`src/pkg/sbyc_pkg.sv`:
```
// Purpose: Shared constants for the deep standby controller
// Assumes: 32-bit APB, one word per register
// Notes:   Priority levels run 0 (lowest) to 3 (highest)
package sbyc_pkg;

  // ----------------------------------------------------------------
  // Register offsets
  // ----------------------------------------------------------------
  localparam logic [7:0] OFS_STBY_CTRL  = 8'h00;
  localparam logic [7:0] OFS_OSC_SETTLE = 8'h04;
  localparam logic [7:0] OFS_CONV_MODE  = 8'h08;
  localparam logic [7:0] OFS_IRQ_MODE   = 8'h0C;
  localparam logic [7:0] OFS_STATUS     = 8'h10;

  // ----------------------------------------------------------------
  // Field positions
  // ----------------------------------------------------------------
  localparam int CTRL_HALT_BIT   = 0;
  localparam int CTRL_STOP_BIT   = 1;
  localparam int OSC_SEL_LSB     = 0;
  localparam int OSC_EXTERNAL_CLOCK_SELECT_BIT    = 7;
  localparam int CONV_RUN_BIT    = 7;
  localparam int IRQ_MASK_LSB    = 0;
  localparam int IRQ_ISM_LSB     = 4;
  localparam int IRQ_IE_BIT      = 8;
  localparam int IRQ_LEVEL3_NESTING_SELECT_BIT    = 9;
  localparam int IRQ_EDGE_LSB    = 12;
  localparam int IRQ_PRIO_LSB    = 16;
  localparam int STAT_STATE_LSB  = 0;
  localparam int STAT_PEND_LSB   = 4;

  // ----------------------------------------------------------------
  // Reset values and sizes
  // ----------------------------------------------------------------
  localparam logic [2:0]  MASK_RST       = 3'h7;
  localparam logic [2:0]  OSC_SEL_RST    = 3'h0;
  localparam logic [1:0]  LEVEL_TOP      = 2'h3;
  localparam int          SETTLE_CNT_W   = 20;
  localparam int          SETTLE_BASE_DEF = 256;
  localparam logic [3:0]  STRB_BYTE0     = 4'h1;

  // Maskable sources: index into mask, transfer-enable and priority fields
  localparam int SRC_A = 0;
  localparam int SRC_B = 1;
  localparam int SRC_W = 2;

  typedef enum logic [1:0] {
    SBYC_ACK_NMI,
    SBYC_ACK_A,
    SBYC_ACK_B,
    SBYC_ACK_W
  } sbyc_src_t;

  typedef enum logic [1:0] {
    SBYC_RUN,
    SBYC_STOP,
    SBYC_SETTLE
  } sbyc_state_t;

endpackage : sbyc_pkg
```
`src/hdl/sbyc_settle.sv`:
```
// Purpose: Oscillator settle timer, base count shifted by the selection
// Assumes: start is a one-cycle pulse
// Notes:   A new start restarts the count
module sbyc_settle
  import sbyc_pkg::*;
#(
  parameter logic [SETTLE_CNT_W-1:0] BASE_CYC = SETTLE_CNT_W'(SETTLE_BASE_DEF)
) (
  input  wire logic       clk,
  input  wire logic       rst_b,
  input  wire logic       start,
  input  wire logic [2:0] sel,
  output logic            done
);

  logic [SETTLE_CNT_W-1:0] count;
  logic                    busy;

  always_ff @(posedge clk or negedge rst_b) begin
    if (!rst_b) begin
      count <= '0;
      busy  <= 1'b0;
      done  <= 1'b0;
    end else begin
      done <= 1'b0;
      if (start) begin
        count <= (BASE_CYC << sel) - SETTLE_CNT_W'(1);
        busy  <= 1'b1;
      end else if (busy) begin
        if (count == '0) begin
          busy <= 1'b0;
          done <= 1'b1;
        end else begin
          count <= count - SETTLE_CNT_W'(1);
        end
      end
    end
  end

endmodule : sbyc_settle

```
`src/hdl/sbyc_sync.sv`:
```
// Purpose: Two-stage synchroniser for asynchronous wake pins
// Assumes: Pins are slow compared with clk
// Notes:   Stage one feeds stage two only
module sbyc_sync #(
  parameter int W = 3
) (
  input  wire logic         clk,
  input  wire logic         rst_b,
  input  wire logic [W-1:0] din,
  output logic      [W-1:0] dout
);

  logic [W-1:0] meta;

  always_ff @(posedge clk or negedge rst_b) begin
    if (!rst_b) begin
      meta <= '0;
      dout <= '0;
    end else begin
      meta <= din;
      dout <= meta;
    end
  end

endmodule : sbyc_sync

```
`src/hdl/sbyc_top.sv`:
```
// Purpose: Deep standby entry, pin state control and wake-up decision
// Assumes: Runs on an always-on clock; gates the system clock downstream
// Notes:   APB zero-wait slave; acknowledges pending wake requests
//
// Summary of operation
// RL1: Reset release pulses a reset-vector fetch; RAM is never cleared here.
// RL2: Writing stop bit one enters deep standby.
// RL3: Control write counts only as byte write from move-immediate.
// RL4: Pending wake condition at write blocks entry; resume or vector instead.
// RL5: Software clears pending requests before writing the stop bit.
// RL6: Standby stops oscillator and gates the system clock.
// RL7: Standby holds I/O lines and keeps RAM.
// RL8: Standby floats address/data, address, strobe and latch lines.
// RL9: Standby keeps refresh level, ignores hold request, drives hold ack low.
// RL10: Converter stops in standby; its run bit keeps it powered.
// RL11: Stop with external clock select zero grounds oscillator input.
// RL12: External clock systems set external clock select, drive inverted clock.
// RL13: Only NMI pin, two external pins, watch timer or reset wake.
// RL14: NMI wake acknowledged unless same or higher NMI routine runs.
// RL15: Blocked NMI wake resumes after the write, request stays pending.
// RL16: Pending requests are acknowledged once acknowledgment is possible.
// RL17: Unmasked, non-transfer, enabled wake acknowledged by priority rules.
// RL18: Blocked by priority or disabled: wake, resume, keep pending.
// RL19: Masked or transfer-enabled requests leave standby in place.
// RL20: Wake restarts oscillator and leaves after selected settle time.
// RL21: Reset ending standby keeps data memory.
//
// Register access over APB and the address map were chosen for this implementation.
module sbyc_top
  import sbyc_pkg::*;
#(
  parameter logic [SETTLE_CNT_W-1:0] SETTLE_BASE_CYC = SETTLE_CNT_W'(SETTLE_BASE_DEF)
) (
  input  wire logic        clk,
  input  wire logic        rst_b,
  input  wire logic        psel,
  input  wire logic        penable,
  input  wire logic        pwrite,
  input  wire logic [7:0]  paddr,
  input  wire logic [31:0] pwdata,
  input  wire logic [3:0]  pstrb,
  output logic      [31:0] prdata,
  output logic             pready,
  output logic             pslverr,
  input  wire logic        mov_imm_wr,
  input  wire logic        nmi_pin,
  input  wire logic        ext_request_a,
  input  wire logic        ext_request_b,
  input  wire logic        watch_timer_request,
  input  wire logic        nmi_blocked,
  input  wire logic        isr_busy,
  input  wire logic [1:0]  isr_level,
  output logic             ack_valid,
  output sbyc_src_t        ack_src,
  output logic             cpu_resume,
  output logic             reset_vec_fetch,
  output logic             ram_keep,
  output logic             osc_enable,
  output logic             sys_clk_en,
  output logic             io_hold,
  output logic             bus_drive_en,
  output logic             refresh_level_hold,
  output logic             hold_req_ignore,
  output logic             hold_ack_force_low,
  output logic             osc_in_ground,
  output logic             conv_run,
  output logic             conv_powered
);

  // ----------------------------------------------------------------
  // Registers
  // ----------------------------------------------------------------
  sbyc_state_t state;
  logic        halt_select_bit;
  logic [2:0]  osc_sel;
  logic        external_clock_select;
  logic        conv_run_bit;
  logic [2:0]  request_mask_flag;
  logic [2:0]  auto_transfer_enable;
  logic        global_irq_enable;
  logic        level3_nesting_select;
  logic [2:0]  edge_rise;
  logic [5:0]  prio;
  logic [3:0]  pend;

  logic [2:0]  pin_s;
  logic [2:0]  pin_d;
  logic [3:0]  edge_hit;
  logic        wr_acc;
  logic        rd_setup;
  logic        ctrl_wr;
  logic        stop_req;
  logic        wake_cond;
  logic        stop_wake;
  logic        settle_done;
  logic        nmi_ok;
  logic [2:0]  mi_ok;
  logic        any_ok;
  logic        blocked_exit;
  logic        mapped;
  logic [31:0] rd_word;

  // ----------------------------------------------------------------
  // Wake inputs
  // ----------------------------------------------------------------
  sbyc_sync #(.W(3)) u_sync (
    .clk   (clk),
    .rst_b (rst_b),
    .din   ({ext_request_b, ext_request_a, nmi_pin}),
    .dout  (pin_s)
  );

  always_ff @(posedge clk or negedge rst_b) begin
    if (!rst_b) begin
      pin_d <= 3'h0;
    end else begin
      pin_d <= pin_s;
    end
  end

  // Each pin picks rising or falling edge; the watch timer is a same-clock pulse
  always_comb begin
    for (int i = 0; i < 3; i++) begin
      edge_hit[i] = edge_rise[i] ? (pin_s[i] & ~pin_d[i]) : (~pin_s[i] & pin_d[i]);
    end
    edge_hit[3] = watch_timer_request;
  end

  // ----------------------------------------------------------------
  // Acknowledge decision
  // ----------------------------------------------------------------
  assign nmi_ok = ~nmi_blocked; // RL14 RL15

  always_comb begin
    for (int i = 0; i < 3; i++) begin
      mi_ok[i] = global_irq_enable & ~request_mask_flag[i] & ~auto_transfer_enable[i]
                 & (~isr_busy | (isr_level < prio[2*i +: 2])
                    | ((isr_level == LEVEL_TOP) & (prio[2*i +: 2] == LEVEL_TOP)
                       & ~level3_nesting_select)); // RL17 RL18
    end
  end

  assign any_ok = (pend[0] & nmi_ok) | (|(pend[3:1] & mi_ok));

  // Halt-style wake condition: mask alone decides, transfer enable ignored
  assign wake_cond = pend[0] | (|(pend[3:1] & ~request_mask_flag)); // RL4

  // In standby only unmasked, non-transfer sources count
  assign stop_wake = edge_hit[0]
                   | (|(edge_hit[3:1] & ~request_mask_flag & ~auto_transfer_enable)); // RL13 RL19

  // ----------------------------------------------------------------
  // APB access
  // ----------------------------------------------------------------
  assign pready   = 1'b1;
  assign wr_acc   = psel & penable & pwrite;
  assign rd_setup = psel & ~penable & ~pwrite;
  assign mapped   = (paddr == OFS_STBY_CTRL) | (paddr == OFS_OSC_SETTLE) | (paddr == OFS_CONV_MODE)
                  | (paddr == OFS_IRQ_MODE) | (paddr == OFS_STATUS);
  assign pslverr  = psel & penable & (~mapped | (pwrite & (paddr == OFS_STATUS)));

  // Only a lone low-byte write from the move-immediate path may touch control
  assign ctrl_wr  = wr_acc & (paddr == OFS_STBY_CTRL) & (pstrb == STRB_BYTE0) & mov_imm_wr; // RL3
  assign stop_req = ctrl_wr & pwdata[CTRL_STOP_BIT] & (state == SBYC_RUN); // RL2

  always_comb begin
    rd_word = 32'h0000_0000;
    case (paddr)
      OFS_STBY_CTRL: begin
        rd_word[CTRL_HALT_BIT] = halt_select_bit;
        rd_word[CTRL_STOP_BIT] = (state != SBYC_RUN);
      end
      OFS_OSC_SETTLE: begin
        rd_word[OSC_SEL_LSB +: 3] = osc_sel;
        rd_word[OSC_EXTERNAL_CLOCK_SELECT_BIT]     = external_clock_select;
      end
      OFS_CONV_MODE: begin
        rd_word[CONV_RUN_BIT] = conv_run_bit;
      end
      OFS_IRQ_MODE: begin
        rd_word[IRQ_MASK_LSB +: 3] = request_mask_flag;
        rd_word[IRQ_ISM_LSB +: 3]  = auto_transfer_enable;
        rd_word[IRQ_IE_BIT]        = global_irq_enable;
        rd_word[IRQ_LEVEL3_NESTING_SELECT_BIT]      = level3_nesting_select;
        rd_word[IRQ_EDGE_LSB +: 3] = edge_rise;
        rd_word[IRQ_PRIO_LSB +: 6] = prio;
      end
      OFS_STATUS: begin
        rd_word[STAT_STATE_LSB +: 2] = state;
        rd_word[STAT_PEND_LSB +: 4]  = pend;
      end
      default: begin
        rd_word = 32'h0000_0000;
      end
    endcase
  end

  always_ff @(posedge clk or negedge rst_b) begin
    if (!rst_b) begin
      prdata <= 32'h0000_0000;
    end else if (rd_setup) begin
      prdata <= rd_word;
    end
  end

  // Configuration writes; byte strobes are honoured per lane
  always_ff @(posedge clk or negedge rst_b) begin
    if (!rst_b) begin
      halt_select_bit       <= 1'b0;
      osc_sel               <= OSC_SEL_RST;
      external_clock_select <= 1'b0;
      conv_run_bit          <= 1'b0;
      request_mask_flag     <= MASK_RST;
      auto_transfer_enable  <= 3'h0;
      global_irq_enable     <= 1'b0;
      level3_nesting_select <= 1'b0;
      edge_rise             <= 3'h0;
      prio                  <= 6'h00;
    end else begin
      if (ctrl_wr) begin
        halt_select_bit <= pwdata[CTRL_HALT_BIT]; // RL3
      end
      if (wr_acc & (paddr == OFS_OSC_SETTLE) & pstrb[0]) begin
        osc_sel               <= pwdata[OSC_SEL_LSB +: 3];
        external_clock_select <= pwdata[OSC_EXTERNAL_CLOCK_SELECT_BIT];
      end
      if (wr_acc & (paddr == OFS_CONV_MODE) & pstrb[0]) begin
        conv_run_bit <= pwdata[CONV_RUN_BIT];
      end
      if (wr_acc & (paddr == OFS_IRQ_MODE)) begin
        if (pstrb[0]) begin
          request_mask_flag    <= pwdata[IRQ_MASK_LSB +: 3];
          auto_transfer_enable <= pwdata[IRQ_ISM_LSB +: 3];
        end
        if (pstrb[1]) begin
          global_irq_enable     <= pwdata[IRQ_IE_BIT];
          level3_nesting_select <= pwdata[IRQ_LEVEL3_NESTING_SELECT_BIT];
          edge_rise             <= pwdata[IRQ_EDGE_LSB +: 3];
        end
        if (pstrb[2]) begin
          prio <= pwdata[IRQ_PRIO_LSB +: 6];
        end
      end
    end
  end

  // ----------------------------------------------------------------
  // Standby sequence
  // ----------------------------------------------------------------
  sbyc_settle #(.BASE_CYC(SETTLE_BASE_CYC)) u_settle (
    .clk   (clk),
    .rst_b (rst_b),
    .start (state == SBYC_STOP && stop_wake),
    .sel   (osc_sel),
    .done  (settle_done)
  );

  // Reset always returns to run; that is the normal reset path
  always_ff @(posedge clk or negedge rst_b) begin
    if (!rst_b) begin
      state <= SBYC_RUN; // RL13
    end else begin
      case (state)
        SBYC_RUN: begin
          if (stop_req && !wake_cond) begin
            state <= SBYC_STOP; // RL2 RL4
          end
        end
        SBYC_STOP: begin
          if (stop_wake) begin
            state <= SBYC_SETTLE; // RL19
          end
        end
        SBYC_SETTLE: begin
          if (settle_done) begin
            state <= SBYC_RUN; // RL20
          end
        end
        default: begin
          state <= SBYC_RUN;
        end
      endcase
    end
  end

  // Pending requests; a new edge beats the acknowledge that clears it
  always_ff @(posedge clk or negedge rst_b) begin
    if (!rst_b) begin
      pend <= 4'h0;
    end else begin
      for (int i = 0; i < 4; i++) begin
        if (edge_hit[i]) begin
          pend[i] <= 1'b1;
        end else if (ack_valid && (ack_src == sbyc_src_t'(i))) begin
          pend[i] <= 1'b0; // RL16
        end
      end
    end
  end

  // Fixed order: NMI, then the two pins, then the watch timer
  always_ff @(posedge clk or negedge rst_b) begin
    if (!rst_b) begin
      ack_valid <= 1'b0;
      ack_src   <= SBYC_ACK_NMI;
    end else begin
      ack_valid <= 1'b0;
      if (state == SBYC_RUN && !ack_valid) begin
        if (pend[0] && nmi_ok) begin
          ack_valid <= 1'b1; // RL14 RL16
          ack_src   <= SBYC_ACK_NMI;
        end else if (pend[1] && mi_ok[SRC_A]) begin
          ack_valid <= 1'b1; // RL17
          ack_src   <= SBYC_ACK_A;
        end else if (pend[2] && mi_ok[SRC_B]) begin
          ack_valid <= 1'b1;
          ack_src   <= SBYC_ACK_B;
        end else if (pend[3] && mi_ok[SRC_W]) begin
          ack_valid <= 1'b1;
          ack_src   <= SBYC_ACK_W;
        end
      end
    end
  end

  // Resume after the write when leaving standby, or when entry was refused,
  // and nothing can be acknowledged
  assign blocked_exit = ((state == SBYC_SETTLE && settle_done) || (stop_req && wake_cond)) && !any_ok;

  always_ff @(posedge clk or negedge rst_b) begin
    if (!rst_b) begin
      cpu_resume <= 1'b0;
    end else begin
      cpu_resume <= blocked_exit; // RL15 RL18
    end
  end

  // Held high through reset, dropped one cycle after release
  always_ff @(posedge clk or negedge rst_b) begin
    if (!rst_b) begin
      reset_vec_fetch <= 1'b1;
    end else begin
      reset_vec_fetch <= 1'b0; // RL1
    end
  end

  // ----------------------------------------------------------------
  // Pin and clock control
  // ----------------------------------------------------------------
  assign ram_keep           = 1'b1; // RL1 RL7 RL21
  assign osc_enable         = (state != SBYC_STOP); // RL6 RL20
  assign sys_clk_en         = (state == SBYC_RUN); // RL6
  assign io_hold            = (state != SBYC_RUN); // RL7
  assign bus_drive_en       = (state == SBYC_RUN); // RL8
  assign refresh_level_hold = (state != SBYC_RUN); // RL9
  assign hold_req_ignore    = (state != SBYC_RUN); // RL9
  assign hold_ack_force_low = (state != SBYC_RUN); // RL9
  // Grounding the input while an external clock drives it would fight the source
  assign osc_in_ground      = (state == SBYC_STOP) && !external_clock_select; // RL11
  assign conv_run           = conv_run_bit && (state == SBYC_RUN); // RL10
  assign conv_powered       = conv_run_bit; // RL10
endmodule : sbyc_top

```
`config.mk`:
```
export PLATFORM = sky130hd
export DESIGN_NAME = sbyc_top
export DESIGN_NICKNAME = d
export VERILOG_FILES = /design/src/pkg/sbyc_pkg.sv /design/src/hdl/sbyc_settle.sv /design/src/hdl/sbyc_sync.sv /design/src/hdl/sbyc_top.sv
export SDC_FILE = /design/constraint.sdc
export NUM_CORES = 1
export LEC_CHECK = 0
export ABC_AREA = 0
export BUFFER_PORTS_ARGS = -buffer_cell sky130_fd_sc_hd__buf_2
export CORE_MARGIN = 2
export CORE_UTILIZATION = 30
export DETAILED_ROUTE_END_ITERATION = 12
export PLACE_DENSITY_LB_ADDON = 0.05
export SYNTH_ARGS = -nofsm -noshare
export SYNTH_HDL_FRONTEND = slang
export SYNTH_SLANG_ARGS = --single-unit
export TNS_END_PERCENT = 1
```
`constraint.sdc`:
```
create_clock -name clk -period 4.1 [get_ports clk]
set_input_delay 0.615 -clock clk [delete_from_list [all_inputs] [get_ports clk]]
set_output_delay 0.615 -clock clk [all_outputs]
set_load 0.1 [all_outputs]
```
==> flow_summary.yaml <==
setup_path:
  end_kind: "output pin"
  path_common_cell: "buf_2"
  critPathMaxStageDelay_ps: 560
  path_cells: "buf_2, or4_4, nor3_1, nor3b_1, a211oi_1, buf_2"
  crit_fanout: 4
  cp.arrival_ps: 2540
  cp.required_ps: 3480
  critPathLaunchType: "primary input"
  startpoint: "paddr[0]"
  worst_path_max_delay_cell: "or4_4"
  r2r_start: "edge_rise[2]"
  crit_type: "primary input to output pin"
timing:
  finalCritPeriodShare: 0.7706
  fin_hold_ws_ps: 337.1
  fmax_mhz: 316.5
  post-route-min-period_ps: 3159
  clock_skew_ps: 5.682
  fin_setup_tns_ps: 0
  setup_viol: 0
  worst_pin_slew_ps: 1125
  slew_violations: 0
  relSlewSlack: 0.2462
  hold_violations: 0
  rsz0062_at_grt: "false"
layout:
  n_fill_cell: 1450
  area_growth_pct: 18.79
  nets: 555
  drive_above_1_share: 0.2651
  post_layout_nonfiller_instances: 678
  antenna_cells: 0
floorplan:
  core_area_mm2: 0.01377
  start_util: 0.3045
  ios: 108
  die_y_um: 122.2
  num_rows: 43
  dieArea_mm2: 0.01494
  dieWidth_um: 122.2
grt:
  grtUsageTotal: 0.1517
  grt_overflow: 0
  grt_pass1_wl_um: 17040
  antenna_found_initial: 0
  grt_pass1_vias: 3191
  grt_max_degree: 59
clock_network:
  clk_latency_ps: 350
  holdBufCountCts: 0
  postCtsSetupRepairBufs: 0
  cts_resized: 0
  clkSlewWorstSetupHoldPaths_ps: 60
  numCtsBuffers: 9
  htreeDepth: 3
  cts.path.max_buffers: 2
  root_buffer: "clkbuf_16"
  cts_tree: "done"
  cts.sinks: 83
synth:
  ys_warn_count: 0
  synth_edf_count: 0
  ys_top_cells_by_area: "dfrtp_1 47%, mux2_2 6.4%, nand2_1 4.4%"
  synthesis.area_mm2: 0.004194
  synth.top_cell.area_share: 0.4714
  post_synth.cell_area_avg_um2: 9.962
  seq_area_frac_synth: 0.4964
  synth_cell_type_count: 57
  netlist_instances: 421
  ys_seq_elements: 83
  synth_largest_area_cell: "dfrtp_1"
  synth-async-reset-ratio: 1.000
  dominantRegCellSynth: "dfrtp_1"
detailed_routing:
  drt-initial-drc-count: 180
  ant_nets: 0
  wl_per_cell_um: 15.67
  first_pass_iters: 4
  dr_total_vias: 3306
  routed_wl_um: 10620
  drt-vias-per-instance: 4.876
  drc: 0
pwr:
  power_density_mw_per_mm2: 375.5
  ir_worst_vdd_mv: 0.1825
  p_leak_nw: 2.351
  power_mw: 1.871
run_status:
  status: "complete, no violations"
placed_design:
  dp_cells: 662
  dp_hpwl_um: 8057
  gp_congestion: 0.7536
  port_buffers: 77
job:
  max_cap_violations: 0
hold_path:
  hold_path.class: "primary input to asynchronous set/reset pin"
Yosys cell counts, drive strengths merged (5+ instances only):
library cell / instances
nor3b: 6
o21ai: 13
nand4: 8
inv: 14
or4: 5
a31oi: 9
nand2b: 7
nor3: 11
mux2: 24
xor2: 6
nand2: 49
buf: 21
nor2b: 5
nor4: 9
clkbuf: 13
nor2: 29
xnor2: 7
nand3: 30
a21oi: 13
dfrtp: 79
power breakdown:
part | switching (mW) | internal (mW) | leakage [nW]
sequential | 0.00850 | 0.833 | 1.05
clock | 0.332 | 0.485 | 0.145
combinational | 0.176 | 0.0359 | 1.16
total | 0.516 | 1.35 | 2.35
critical path, delay by kind of cell:
family,cells,cell delay (ps)
buffers and inverters,2,420
AOI/OAI and AO/OA,1,150
and+or+nand+nor,3,1360
routing by layer:
| layer | vias to the layer above | GRT usage | wire [µm] |
|---|---|---|---|
| met3 | 13 | 0.02881 | 510 |
| met1 | 1581 | 0.2262 | 5406 |
| met2 | 81 | 0.2135 | 4520 |
| li1 | 1631 | - | - |
| met5 | - | 0 | 0 |
| met4 | 0 | 0.06466 | 187 |
stage by stage:
stage               setup WS, ps  instance area [µm²]  utilization
floorplan                  48.21                 4250            -
global placement           951.1                 4687       0.3403
detailed placement         892.7                 4687       0.3403
CTS                        882.6                 4982       0.3617
global route               705.0                 4982       0.3617
finish                     940.6                 4982       0.3617
flip-flops by register name (all words and copies together) (netlist names), 2 cells and up:
| name | cells |
|---|---|
| pin_d | 3 |
| request_mask_flag | 3 |
| osc_sel | 3 |
| pend | 4 |
| edge_rise | 3 |
| auto_transfer_enable | 3 |
| state | 2 |
| u_sync.dout | 3 |
| prdata | 18 |
| prio | 6 |
| u_settle.count | 20 |
| ack_src | 2 |
| u_sync.meta | 3 |
final timing paths:
kind,to,slack (ps),depth (start not counted)
max in group asynchronous,reset_vec_fetch,2890,2
worst min-delay path,u_settle.count[17],340,1
min in group clk,u_sync.dout[0],350,0
worst max-delay path,pslverr,940,6
worst max register to register,u_settle.count[12],1040,9
worst min register to register,u_sync.dout[0],350,0
cells in the final DEF (no fill, tap or decap), types with 5 or more instances in the layout:
master     count
conb_1        17
dfrtp_1       79
nand3_1       30
a31oi_1        9
a21oi_1       13
o21ai_0       12
nand2b_1       7
nand2_1       49
nor3_1        11
clkbuf_16      9
xor2_1         6
nand4_1        8
xnor2_1        7
nor4_1         7
mux2_2        24
nor2b_1        5
buf_2         76
nor2_1        29
inv_1         14
layout make-up:
cell class,instances,area [µm²],area share
tap,180,225.2,0.04520
sequential,83,2082,0.4179
multi-input combinational,305,1917,0.3847
clock buffer,11,242.7,0.04872
timing repair buffer,80,410.4,0.08237
clock inverter,5,52.55,0.01055
inverter,14,52.55,0.01055
kinds of logic after synthesis:
kind of cell | share of synthesized area
AND/OR/NAND/NOR | 0.2226
flip-flops | 0.4964
AO/OA/AOI/OAI | 0.1074
buffers and inverters | 0.06116
multiplexers | 0.07160
XOR/XNOR | 0.02715
adder cells (fa/ha/maj) | 0.01193
other | 0.001791
Note: power is estimated with default switching activity, not from simulation.
